## src/inc/cms_pkg.sv

```systemverilog
// package for the maintenance status and interrupt block of the central control unit
// assumes one clock domain shared with the scan-string access logic
package cms_pkg;

    // -----------------------------------------------------------------
    // scan-string register selects
    // -----------------------------------------------------------------
    localparam logic [1:0] CMS_SEL_STAT_A = 2'h0;
    localparam logic [1:0] CMS_SEL_STAT_B = 2'h1;
    localparam logic [1:0] CMS_SEL_STAT_C = 2'h2;
    localparam logic [1:0] CMS_SEL_CARD = 2'h3;

    // -----------------------------------------------------------------
    // field positions and reset values
    // -----------------------------------------------------------------
    localparam int CMS_W = 8;
    localparam int CMS_A_MAINT_OP_ERR = 0;
    localparam int CMS_A_ADDR_EXC = 1;
    localparam int CMS_A_OUT_PORT70 = 2;
    localparam int CMS_A_ADAPTER_LOAD = 3;
    localparam int CMS_A_PROGRAM_LOAD = 4;
    localparam int CMS_CARD_PROC_ERR = 0;
    localparam int CMS_CARD_DOR_PAR = 1;
    localparam int CMS_S1_DISABLE = 1;
    localparam int CMS_S1_HIGH_IRQ = 5;
    localparam int CMS_S1_LOW_IRQ = 7;
    localparam logic [7:0] CMS_A_HIGH_MASK = 8'h1F;
    localparam logic [7:0] CMS_LATCH_RESET = 8'h00;

    // -----------------------------------------------------------------
    // carriers
    // -----------------------------------------------------------------
    typedef struct packed {
        logic wr;
        logic rd;
        logic [1:0] sel;
        logic [7:0] data;
    } cms_scan_req_t;

    typedef struct packed {
        logic interface_err;
        logic storage_ctl_err;
        logic bus_in_err;
        logic storage_protect;
        logic addr_exception;
        logic timeout;
    } cms_string_err_t;

endpackage

```

## src/logic/cms_latch_reg.sv

```systemverilog
// one status register of individually settable latches
// assumes set pulses and scan loads come from logic on the same clock
`timescale 1ns/10ps
`default_nettype none
module cms_latch_reg
    import cms_pkg::*;
(
    input wire logic clk_in,
    input wire logic rst_in,
    input wire logic load_in,
    input wire logic [CMS_W-1:0] load_data_in,
    input wire logic [CMS_W-1:0] set_in,
    output logic [CMS_W-1:0] q_out
);
    logic [CMS_W-1:0] q_q;
    logic [CMS_W-1:0] q_d;

    // -----------------------------------------------------------------
    // scan load, hardware set wins over a clear in the same cycle
    // -----------------------------------------------------------------
    always_comb
    begin
        q_d = load_in ? load_data_in : q_q;
        q_d = q_d | set_in;
    end

    always_ff @(posedge clk_in)
    begin
        if (rst_in)
            q_q <= CMS_LATCH_RESET;
        else
            q_q <= q_d;
    end

    assign q_out = q_q;
endmodule
`default_nettype wire

```

## src/logic/cms_status_irq.sv

```systemverilog
// status latches A, B, C and card errors with high and low level requests
// assumes init reset, scan access and error sources all on CLK_IN
// set pulses, string errors and parity faults are same-clock levels
// requests and the status 1 view lag a latch change by one clock
// card register bits above the two card latches are spare scan bits
`timescale 1ns/10ps
`default_nettype none
module cms_status_irq
    import cms_pkg::*;
(
    input wire logic CLK_IN,
    input wire logic RST_IN,
    input wire cms_scan_req_t SCAN_REQ_IN,
    input wire logic [CMS_W-1:0] STAT_A_SET_IN,
    input wire logic [CMS_W-1:0] STAT_B_SET_IN,
    input wire logic [CMS_W-1:0] STAT_C_SET_IN,
    input wire cms_string_err_t STRING_ERR_IN,
    input wire logic PROC_PARITY_ERR_IN,
    input wire logic DOR_PARITY_ERR_IN,
    input wire logic IRQ_DISABLE_IN,
    output logic [CMS_W-1:0] SCAN_RDATA_OUT,
    output logic SCAN_RVALID_OUT,
    output logic HIGH_LEVEL_IRQ_REQUEST_OUT,
    output logic LOW_LEVEL_IRQ_REQUEST_OUT,
    output logic [CMS_W-1:0] MAINT_STATUS1_OUT,
    output logic PARITY_GATE_OUT
);
    logic [CMS_W-1:0] stat_a;
    logic [CMS_W-1:0] stat_b;
    logic [CMS_W-1:0] stat_c;
    logic [CMS_W-1:0] card;
    logic [CMS_W-1:0] a_set;
    logic [CMS_W-1:0] card_set;
    logic [3:0] load;
    logic gate_q;
    logic high_d;
    logic low_d;
    logic high_q;
    logic low_q;
    logic high_src;
    logic low_src;
    logic [CMS_W-1:0] rdata_q;
    logic rvalid_q;
    logic [CMS_W-1:0] status1_q;

    function automatic logic sel_hit(input logic [1:0] sel, input logic [1:0] which);
        sel_hit = (sel == which);
    endfunction

    // -----------------------------------------------------------------
    // scan-string write decode
    // -----------------------------------------------------------------
    always_comb
    begin
        load = 4'h0;
        if (SCAN_REQ_IN.wr && sel_hit(SCAN_REQ_IN.sel, CMS_SEL_STAT_A))
            load[0] = 1'b1;
        else if (SCAN_REQ_IN.wr && sel_hit(SCAN_REQ_IN.sel, CMS_SEL_STAT_B))
            load[1] = 1'b1;
        else if (SCAN_REQ_IN.wr && sel_hit(SCAN_REQ_IN.sel, CMS_SEL_STAT_C))
            load[2] = 1'b1;
        else if (SCAN_REQ_IN.wr)
            load[3] = 1'b1;
    end

    // -----------------------------------------------------------------
    // set sources
    // -----------------------------------------------------------------
    always_comb
    begin
        a_set = STAT_A_SET_IN;
        // interface error combined with a storage control, bus in, storage protect, address exception or timeout string error
        a_set[CMS_A_MAINT_OP_ERR] = STAT_A_SET_IN[CMS_A_MAINT_OP_ERR]
            | (STRING_ERR_IN.interface_err & (STRING_ERR_IN.storage_ctl_err
            | STRING_ERR_IN.bus_in_err | STRING_ERR_IN.storage_protect
            | STRING_ERR_IN.addr_exception | STRING_ERR_IN.timeout));
        card_set = CMS_LATCH_RESET;
        // parity results reach the card latches only once gated
        card_set[CMS_CARD_PROC_ERR] = gate_q & PROC_PARITY_ERR_IN;
        card_set[CMS_CARD_DOR_PAR] = gate_q & DOR_PARITY_ERR_IN;
    end

    // -----------------------------------------------------------------
    // latch registers
    // -----------------------------------------------------------------
    cms_latch_reg u_stat_a (
        .clk_in(CLK_IN),
        .rst_in(RST_IN),
        .load_in(load[0]),
        .load_data_in(SCAN_REQ_IN.data),
        .set_in(a_set),
        .q_out(stat_a)
    );

    cms_latch_reg u_stat_b (
        .clk_in(CLK_IN),
        .rst_in(RST_IN),
        .load_in(load[1]),
        .load_data_in(SCAN_REQ_IN.data),
        .set_in(STAT_B_SET_IN),
        .q_out(stat_b)
    );

    cms_latch_reg u_stat_c (
        .clk_in(CLK_IN),
        .rst_in(RST_IN),
        .load_in(load[2]),
        .load_data_in(SCAN_REQ_IN.data),
        .set_in(STAT_C_SET_IN),
        .q_out(stat_c)
    );

    cms_latch_reg u_card (
        .clk_in(CLK_IN),
        .rst_in(RST_IN),
        .load_in(load[3]),
        .load_data_in(SCAN_REQ_IN.data),
        .set_in(card_set),
        .q_out(card)
    );

    // -----------------------------------------------------------------
    // parity gate, opened by a read of status A
    // -----------------------------------------------------------------
    always_ff @(posedge CLK_IN)
    begin
        if (RST_IN)
            gate_q <= 1'b0;
        else if (SCAN_REQ_IN.rd && sel_hit(SCAN_REQ_IN.sel, CMS_SEL_STAT_A))
            gate_q <= 1'b1;
    end

    // -----------------------------------------------------------------
    // scan-string read answer strobe
    // -----------------------------------------------------------------
    always_ff @(posedge CLK_IN)
    begin
        if (RST_IN)
            rvalid_q <= 1'b0;
        else
            rvalid_q <= SCAN_REQ_IN.rd;
    end

    // -----------------------------------------------------------------
    // scan-string read data
    // -----------------------------------------------------------------
    always_ff @(posedge CLK_IN)
    begin
        if (RST_IN)
            rdata_q <= CMS_LATCH_RESET;
        else if (!SCAN_REQ_IN.rd)
            rdata_q <= rdata_q;
        else if (sel_hit(SCAN_REQ_IN.sel, CMS_SEL_STAT_A))
            rdata_q <= stat_a;
        else if (sel_hit(SCAN_REQ_IN.sel, CMS_SEL_STAT_B))
            rdata_q <= stat_b;
        else if (sel_hit(SCAN_REQ_IN.sel, CMS_SEL_STAT_C))
            rdata_q <= stat_c;
        else
            rdata_q <= card;
    end

    // -----------------------------------------------------------------
    // interrupt sources
    // -----------------------------------------------------------------
    always_comb
    begin
        high_src = (|(stat_a & CMS_A_HIGH_MASK)) | card[CMS_CARD_PROC_ERR]
            | card[CMS_CARD_DOR_PAR];
        low_src = (|stat_b) | (|stat_c);
    end

    // -----------------------------------------------------------------
    // interrupt requests, gated by the disable control
    // -----------------------------------------------------------------
    always_comb
    begin
        high_d = ~IRQ_DISABLE_IN & high_src;
        low_d = ~IRQ_DISABLE_IN & low_src;
    end

    always_ff @(posedge CLK_IN)
    begin
        if (RST_IN)
            high_q <= 1'b0;
        else
            high_q <= high_d;
    end

    always_ff @(posedge CLK_IN)
    begin
        if (RST_IN)
            low_q <= 1'b0;
        else
            low_q <= low_d;
    end

    // -----------------------------------------------------------------
    // maintenance status 1 view
    // -----------------------------------------------------------------
    always_ff @(posedge CLK_IN)
    begin
        if (RST_IN)
            status1_q <= CMS_LATCH_RESET;
        else
        begin
            status1_q <= CMS_LATCH_RESET;
            status1_q[CMS_S1_DISABLE] <= IRQ_DISABLE_IN;
            status1_q[CMS_S1_HIGH_IRQ] <= high_d;
            status1_q[CMS_S1_LOW_IRQ] <= low_d;
        end
    end

    assign SCAN_RDATA_OUT = rdata_q;
    assign SCAN_RVALID_OUT = rvalid_q;
    assign HIGH_LEVEL_IRQ_REQUEST_OUT = high_q;
    assign LOW_LEVEL_IRQ_REQUEST_OUT = low_q;
    assign MAINT_STATUS1_OUT = status1_q;
    assign PARITY_GATE_OUT = gate_q;
endmodule
`default_nettype wire

```

## config.mk

```make
export PLATFORM = sky130hd
export DESIGN_NAME = cms_status_irq
export DESIGN_NICKNAME = d
export VERILOG_FILES = /design/src/inc/cms_pkg.sv /design/src/logic/cms_latch_reg.sv /design/src/logic/cms_status_irq.sv
export SDC_FILE = /design/constraint.sdc
export NUM_CORES = 1
export LEC_CHECK = 0
export ABC_AREA = 1
export BUFFER_PORTS_ARGS = -buffer_cell sky130_fd_sc_hd__buf_2
export CAP_MARGIN = 40
export CORE_MARGIN = 4
export CORE_UTILIZATION = 48
export DETAILED_ROUTE_END_ITERATION = 16
export PLACE_DENSITY = 0.82
export SYNTH_ARGS = -nofsm -noshare
export SYNTH_HDL_FRONTEND = slang
export SYNTH_SLANG_ARGS = --single-unit
```

## constraint.sdc

```tcl
create_clock -name CLK_IN -period 2 [get_ports CLK_IN]
set_clock_uncertainty 0.1 [all_clocks]
set_input_delay 0.2 -clock CLK_IN [delete_from_list [all_inputs] [get_ports CLK_IN]]
set_output_delay 0.2 -clock CLK_IN [all_outputs]
set_load 0.05 [all_outputs]
```

======== After elaboration in Yosys (flattened, before gate mapping) ========
Index checks and enable logic that the tools add are counted.
operators by class
  equality and inequality tests ........... 2
  mux-type cells .......................... 14
  bitwise operators ....................... 18
  reduce and logical (&&, ||, !) cells .... 8
operators with widths
  kind                                           count
  two-way mux 8 bit                              7
  bitwise OR 8 bit                               3
  OR reduction 8 bit                             2
  bitwise OR 1 bit                               8
  bitwise OR 8 x 2 -> 8 bit                      1
  bitwise AND 1 bit                              5
  two-way mux 1 bit                              5
  OR reduction 5 bit                             1
  logical AND 1 bit                              4
  two-way mux 3 bit                              1
  == test 2 x 1 -> 1 bit, second input constant  1
  == test 2 bit, second input constant           1
  zero test 2 bit                                1
  two-way mux 2 bit                              1
  inverter 1 bit                                 1
storage, ports and cells
  bits in registers ....................... 52
  output and inout port bits .............. 20
  logic and storage cells ................. 53

======== Depth between registers and ports, before layout ========
  depth after elaboration ................. 7
  gate-level depth with buffers ........... 8

======== Modules after synthesis ========
A second synthesis with hierarchy kept.
unflattened totals
  cells, all modules ...................... 400
  area total of the unflattened synthesis .. 2494.9 um2
modules (own cells, without submodules)
  module          times used  cells each  area each (um2)  sequential area each (um2)
  cms_latch_reg   4           60          379.1            160.2
  cms_status_irq  1           160         978.4            260.2

======== Worst setup path before layout ========
No wires, ideal clock.
  path kind ............................... register to output
  start point ............................. register status1_q[5], in the netlist MAINT_STATUS1_OUT[5]
  end point ............................... output MAINT_STATUS1_OUT[5]
  arrival time ............................ 0.894 ns
  required time ........................... 1.700 ns
  setup slack ............................. 0.806 ns
  stages on the path, launching flop included .. 2
  path through ............................ dfxtp_1 -> buf_4
RTL lines
  item                             RTL line               RTL
  start, declared                  cms_status_irq.sv:44   logic [CMS_W-1:0] status1_q;
  start signal, assigned by index  cms_status_irq.sv:209  status1_q[CMS_S1_HIGH_IRQ] <= high_d;
  start signal, assigned by index  cms_status_irq.sv:210  status1_q[CMS_S1_LOW_IRQ] <= low_d;
  end, declared                    cms_status_irq.sv:25   output logic [CMS_W-1:0] MAINT_STATUS1_OUT,
No word-level cell between the ends.

======== Worst setup path after layout ========
  start point ............................. input SCAN_REQ_IN[9] (netlist bit)
  end point ............................... register u_stat_b.q_q[3], in the netlist u_stat_b.q_out[3]
on the way
  cells in the longest elaborated chain, start to end .. 6
  elaborated cells on any way between the ends .. 8
ends and longest elaborated chain
  item                    RTL line              RTL
  start, declared         cms_status_irq.sv:13  input wire cms_scan_req_t SCAN_REQ_IN,
  == test 2 x 1 -> 1 bit  cms_status_irq.sv:47  sel_hit = (sel == which);
  logical AND 1 bit       cms_status_irq.sv:58  else if (SCAN_REQ_IN.wr && sel_hit(SCAN_REQ_IN.sel, CMS_SEL_STAT_B))
  two-way mux 1 bit       cms_status_irq.sv:58
  two-way mux 3 bit *     cms_status_irq.sv:56  if (SCAN_REQ_IN.wr && sel_hit(SCAN_REQ_IN.sel, CMS_SEL_STAT_A))
  two-way mux 8 bit *     cms_latch_reg.sv:23   q_d = load_in ? load_data_in : q_q;
  bitwise OR 8 bit *      cms_latch_reg.sv:24   q_d = q_d | set_in;
  end signal, assigned    cms_latch_reg.sv:32   q_q <= q_d;
  end, declared           cms_latch_reg.sv:15   logic [CMS_W-1:0] q_q;
Every way passes the cells marked *; elsewhere a longest branch is shown, timed or not.
A chain may end at the register's enable or synchronous reset.

==> results_dict.tcl <==
set metrics [dict create \
    status "completed" \
    drcViolationCount 0 \
    h-tree-depth 2 \
    yosysTopAreaCell "dfxtp_1" \
    port-buffer-count 61 \
    reg2reg_from "u_stat_b.q_out[7]" \
    worstPathRequired_ns 2.09 \
    cp.arrival_ns 1.42 \
    leakage_nw 1.436 \
    tns_ns 0 \
    cts_sinks 45 \
    max_slew.worst_pin.slew_ns 0.7718 \
    nFillCells 444 \
    synth_cell_types 29 \
    die-area_um2 5814 \
    worstPathMaxFanout 12 \
    numCtsBuffers 5 \
    r2r_end "LOW_LEVEL_IRQ_REQUEST_OUT" \
    holdWs_ns 0.002830 \
    worst-setup-path-type "in2reg" \
    wirelength_um 5473 \
    rsz0062_at_grt "no" \
    row_count 24 \
    vias_per_cell 4.936 \
    maxSlewViolCount 0 \
    syn_inst 317 \
    postCtsSetupRepairBufs 0 \
    fin_crit_ns 1.333 \
    power_mw 2.122 \
    grt_max_degree 27 \
    synth.avg_cell_area_um2 7.053 \
    grt_overflow_total 0 \
    peakVddDrop_v 0.0003515 \
    final_cell_mix "nand2_1, buf_2, inv_1, dfxtp_1, a21oi_1" \
    gp_congestion 0.8427 \
    dieWidth_um 76.25 \
    crit_chain "buf_2, inv_1, nand2_4, nor2_8, inv_2, nand2_1, nand2_1, o21ai_1, inv_1" \
    first_pass_iters 4 \
    root_buffer "clkbuf_8" \
    final_common_cell "nand2_1" \
    final_net_count 432 \
    antenna_found_initial 0 \
    hp-class "in2reg" \
    grt_pass1_wl_um 9045 \
    clkTransAtPathRegs_ns 0.08 \
    yosys.area.top_type_share_pct 40.29 \
    initial_core_util_pct 50.31 \
    setup_viol_count_final 0 \
    finalHoldViolations 0 \
    ios 67 \
    core_area_um2 4444 \
    startpoint_type "input port" \
    clk-insertion-delay-late_ns 0.29 \
    critPathMaxStageDelay_ns 0.26 \
    r2r_cells 4 \
    netlist_top_cells_area "dfxtp_1, nand2_1, inv_1" \
    worstHoldPathCells 3 \
    reg2reg_slack_ns 0.97 \
    grt_use_total_pct 18.74 \
    wire_per_inst_um 12.50 \
    cts_buffer_depth 2 \
    antenna_cells 0 \
    syn_to_final_growth_pct 22.55 \
    post_cts_resized 0 \
    place_hpwl_um 4205 \
    hold_path_end "u_stat_b.q_out[7]" \
    ys_seq_area_share_pct 40.29 \
    netlist_area_um2 2236 \
    grt_pass1_vias 1945 \
    final_area_um2 2740 \
    min-delay-start "STAT_B_SET_IN[7]" \
    drtAntennaViolNets 0 \
    drt_iter0_markers 100 \
    max-cap-violations 0 \
    period_share_pct 66.67 \
    vias 2162 \
    slowest_stage "inv_1" \
    worstSetupEndpointType "register" \
    dpl_cell_area_um2 2514 \
    dieHeight_um 76.25 \
    cts_tree "built" \
    ys_ff_latch 45 \
    slew_headroom_pct 48.49 \
    drive_above_1_share_pct 23.32 \
    p_per_area_nw_per_um2 774.2 \
    max_freq_mhz 749.9 \
    yosysWarningCount 0 \
]
==> metrics by stage <==
step | worst slack (ns) | util (%) | cells
3_3_place_gp | 0.4009 | 56.56 | 419
6_report | 0.6665 | 61.66 | 438
4_1_cts | 0.6896 | 61.66 | 438
3_5_place_dp | 0.3809 | 56.56 | 419
5_1_grt | 0.5004 | 61.66 | 438
2_1_floorplan | 0.8057 | - | 321
==> worst max-delay path by stage <==
stage | slack [ns] | to | depth (start not counted) | from
after CTS | 0.69 | u_stat_b.q_out[4] | 9 | SCAN_REQ_IN[9]
after global routing | 0.50 | u_stat_b.q_out[1] | 9 | SCAN_REQ_IN[9]
after global placement | 0.40 | u_stat_b.q_out[4] | 9 | SCAN_REQ_IN[9]
final | 0.67 | u_stat_b.q_out[3] | 9 | SCAN_REQ_IN[9]
after floorplan | 0.81 | MAINT_STATUS1_OUT[5] | 1 | MAINT_STATUS1_OUT[5]
after detailed placement | 0.38 | u_stat_b.q_out[4] | 9 | SCAN_REQ_IN[9]
==> worst max-delay path: cells and delay by family <==
family,cells,cell delay (ns)
buffers and inverters,4,0.65
AND/OR/NAND/NOR,4,0.45
AO/OA/AOI/OAI,1,0.12
==> per-layer routing <==
metal,wire [um],GRT usage (%)
met5,0,0
met4,26,3.804
met3,318,4.846
met2,2552,30.58
met1,2576,25.02
==> cells in the mapped netlist <==
library cell and count:
buf_6 1, nor3_1 2, nor2_1 8, nand3_1 19, o21ai_1 14, a31oi_1 3
nor4_1 2, o21ai_2 10, buf_2 1, clkbuf_1 5, dfxtp_1 45, inv_2 2
inv_4 1, nand2_8 1, nand2_2 2, nor2_4 1, buf_4 8, clkinv_1 1
nor2_8 2, inv_1 50, conb_1 1, buf_12 1, o211ai_1 2, nand2_4 2
and2_1 1, nand2_1 82, nand4_1 1, a21oi_1 34, o21ai_0 15
==> power breakdown <==
part | internal [mW] | switching, mW | leakage, nW
clock network | 0.407 | 0.295 | 0.0585
registers | 0.958 | 0.0336 | 0.374
logic | 0.145 | 0.283 | 1.00
==> cell families after synthesis <==
logic type | after synthesis | synth area share (%)
AOI/OAI and AO/OA | 78 | 19.53
and+or+nand+nor | 123 | 25.69
DFF | 45 | 40.29
other | 1 | 0.1677
buffers and inverters | 70 | 14.33
==> flip-flops by register name, indices dropped and copies added, names as in the netlist <==
| signal | count |
|---|---|
| u_card.q_out | 8 |
| SCAN_RVALID_OUT | 1 |
| LOW_LEVEL_IRQ_REQUEST_OUT | 1 |
| u_stat_a.q_out | 8 |
| MAINT_STATUS1_OUT | 2 |
| SCAN_RDATA_OUT | 8 |
| u_stat_c.q_out | 8 |
| PARITY_GATE_OUT | 1 |
| u_stat_b.q_out | 8 |
==> layout make-up <==
cell class                 instances  area, um^2  area share, %
multi-input combinational        206        1030          37.58
sequential                        45       900.9          32.88
inverter                          54       205.2          7.489
clock inverter                     1       30.03          1.096
timing repair buffer              73       422.9          15.43
tap                               52       65.06          2.374
clock buffer                       7       86.33          3.151
==> what timing repair did <==
action | in CTS | in global routing
setup endpoints to repair | 0 | 0
hold buffers | 11 | 0
hold endpoints to repair | 11 | 0
Note: power is estimated with default switching activity, not from simulation.
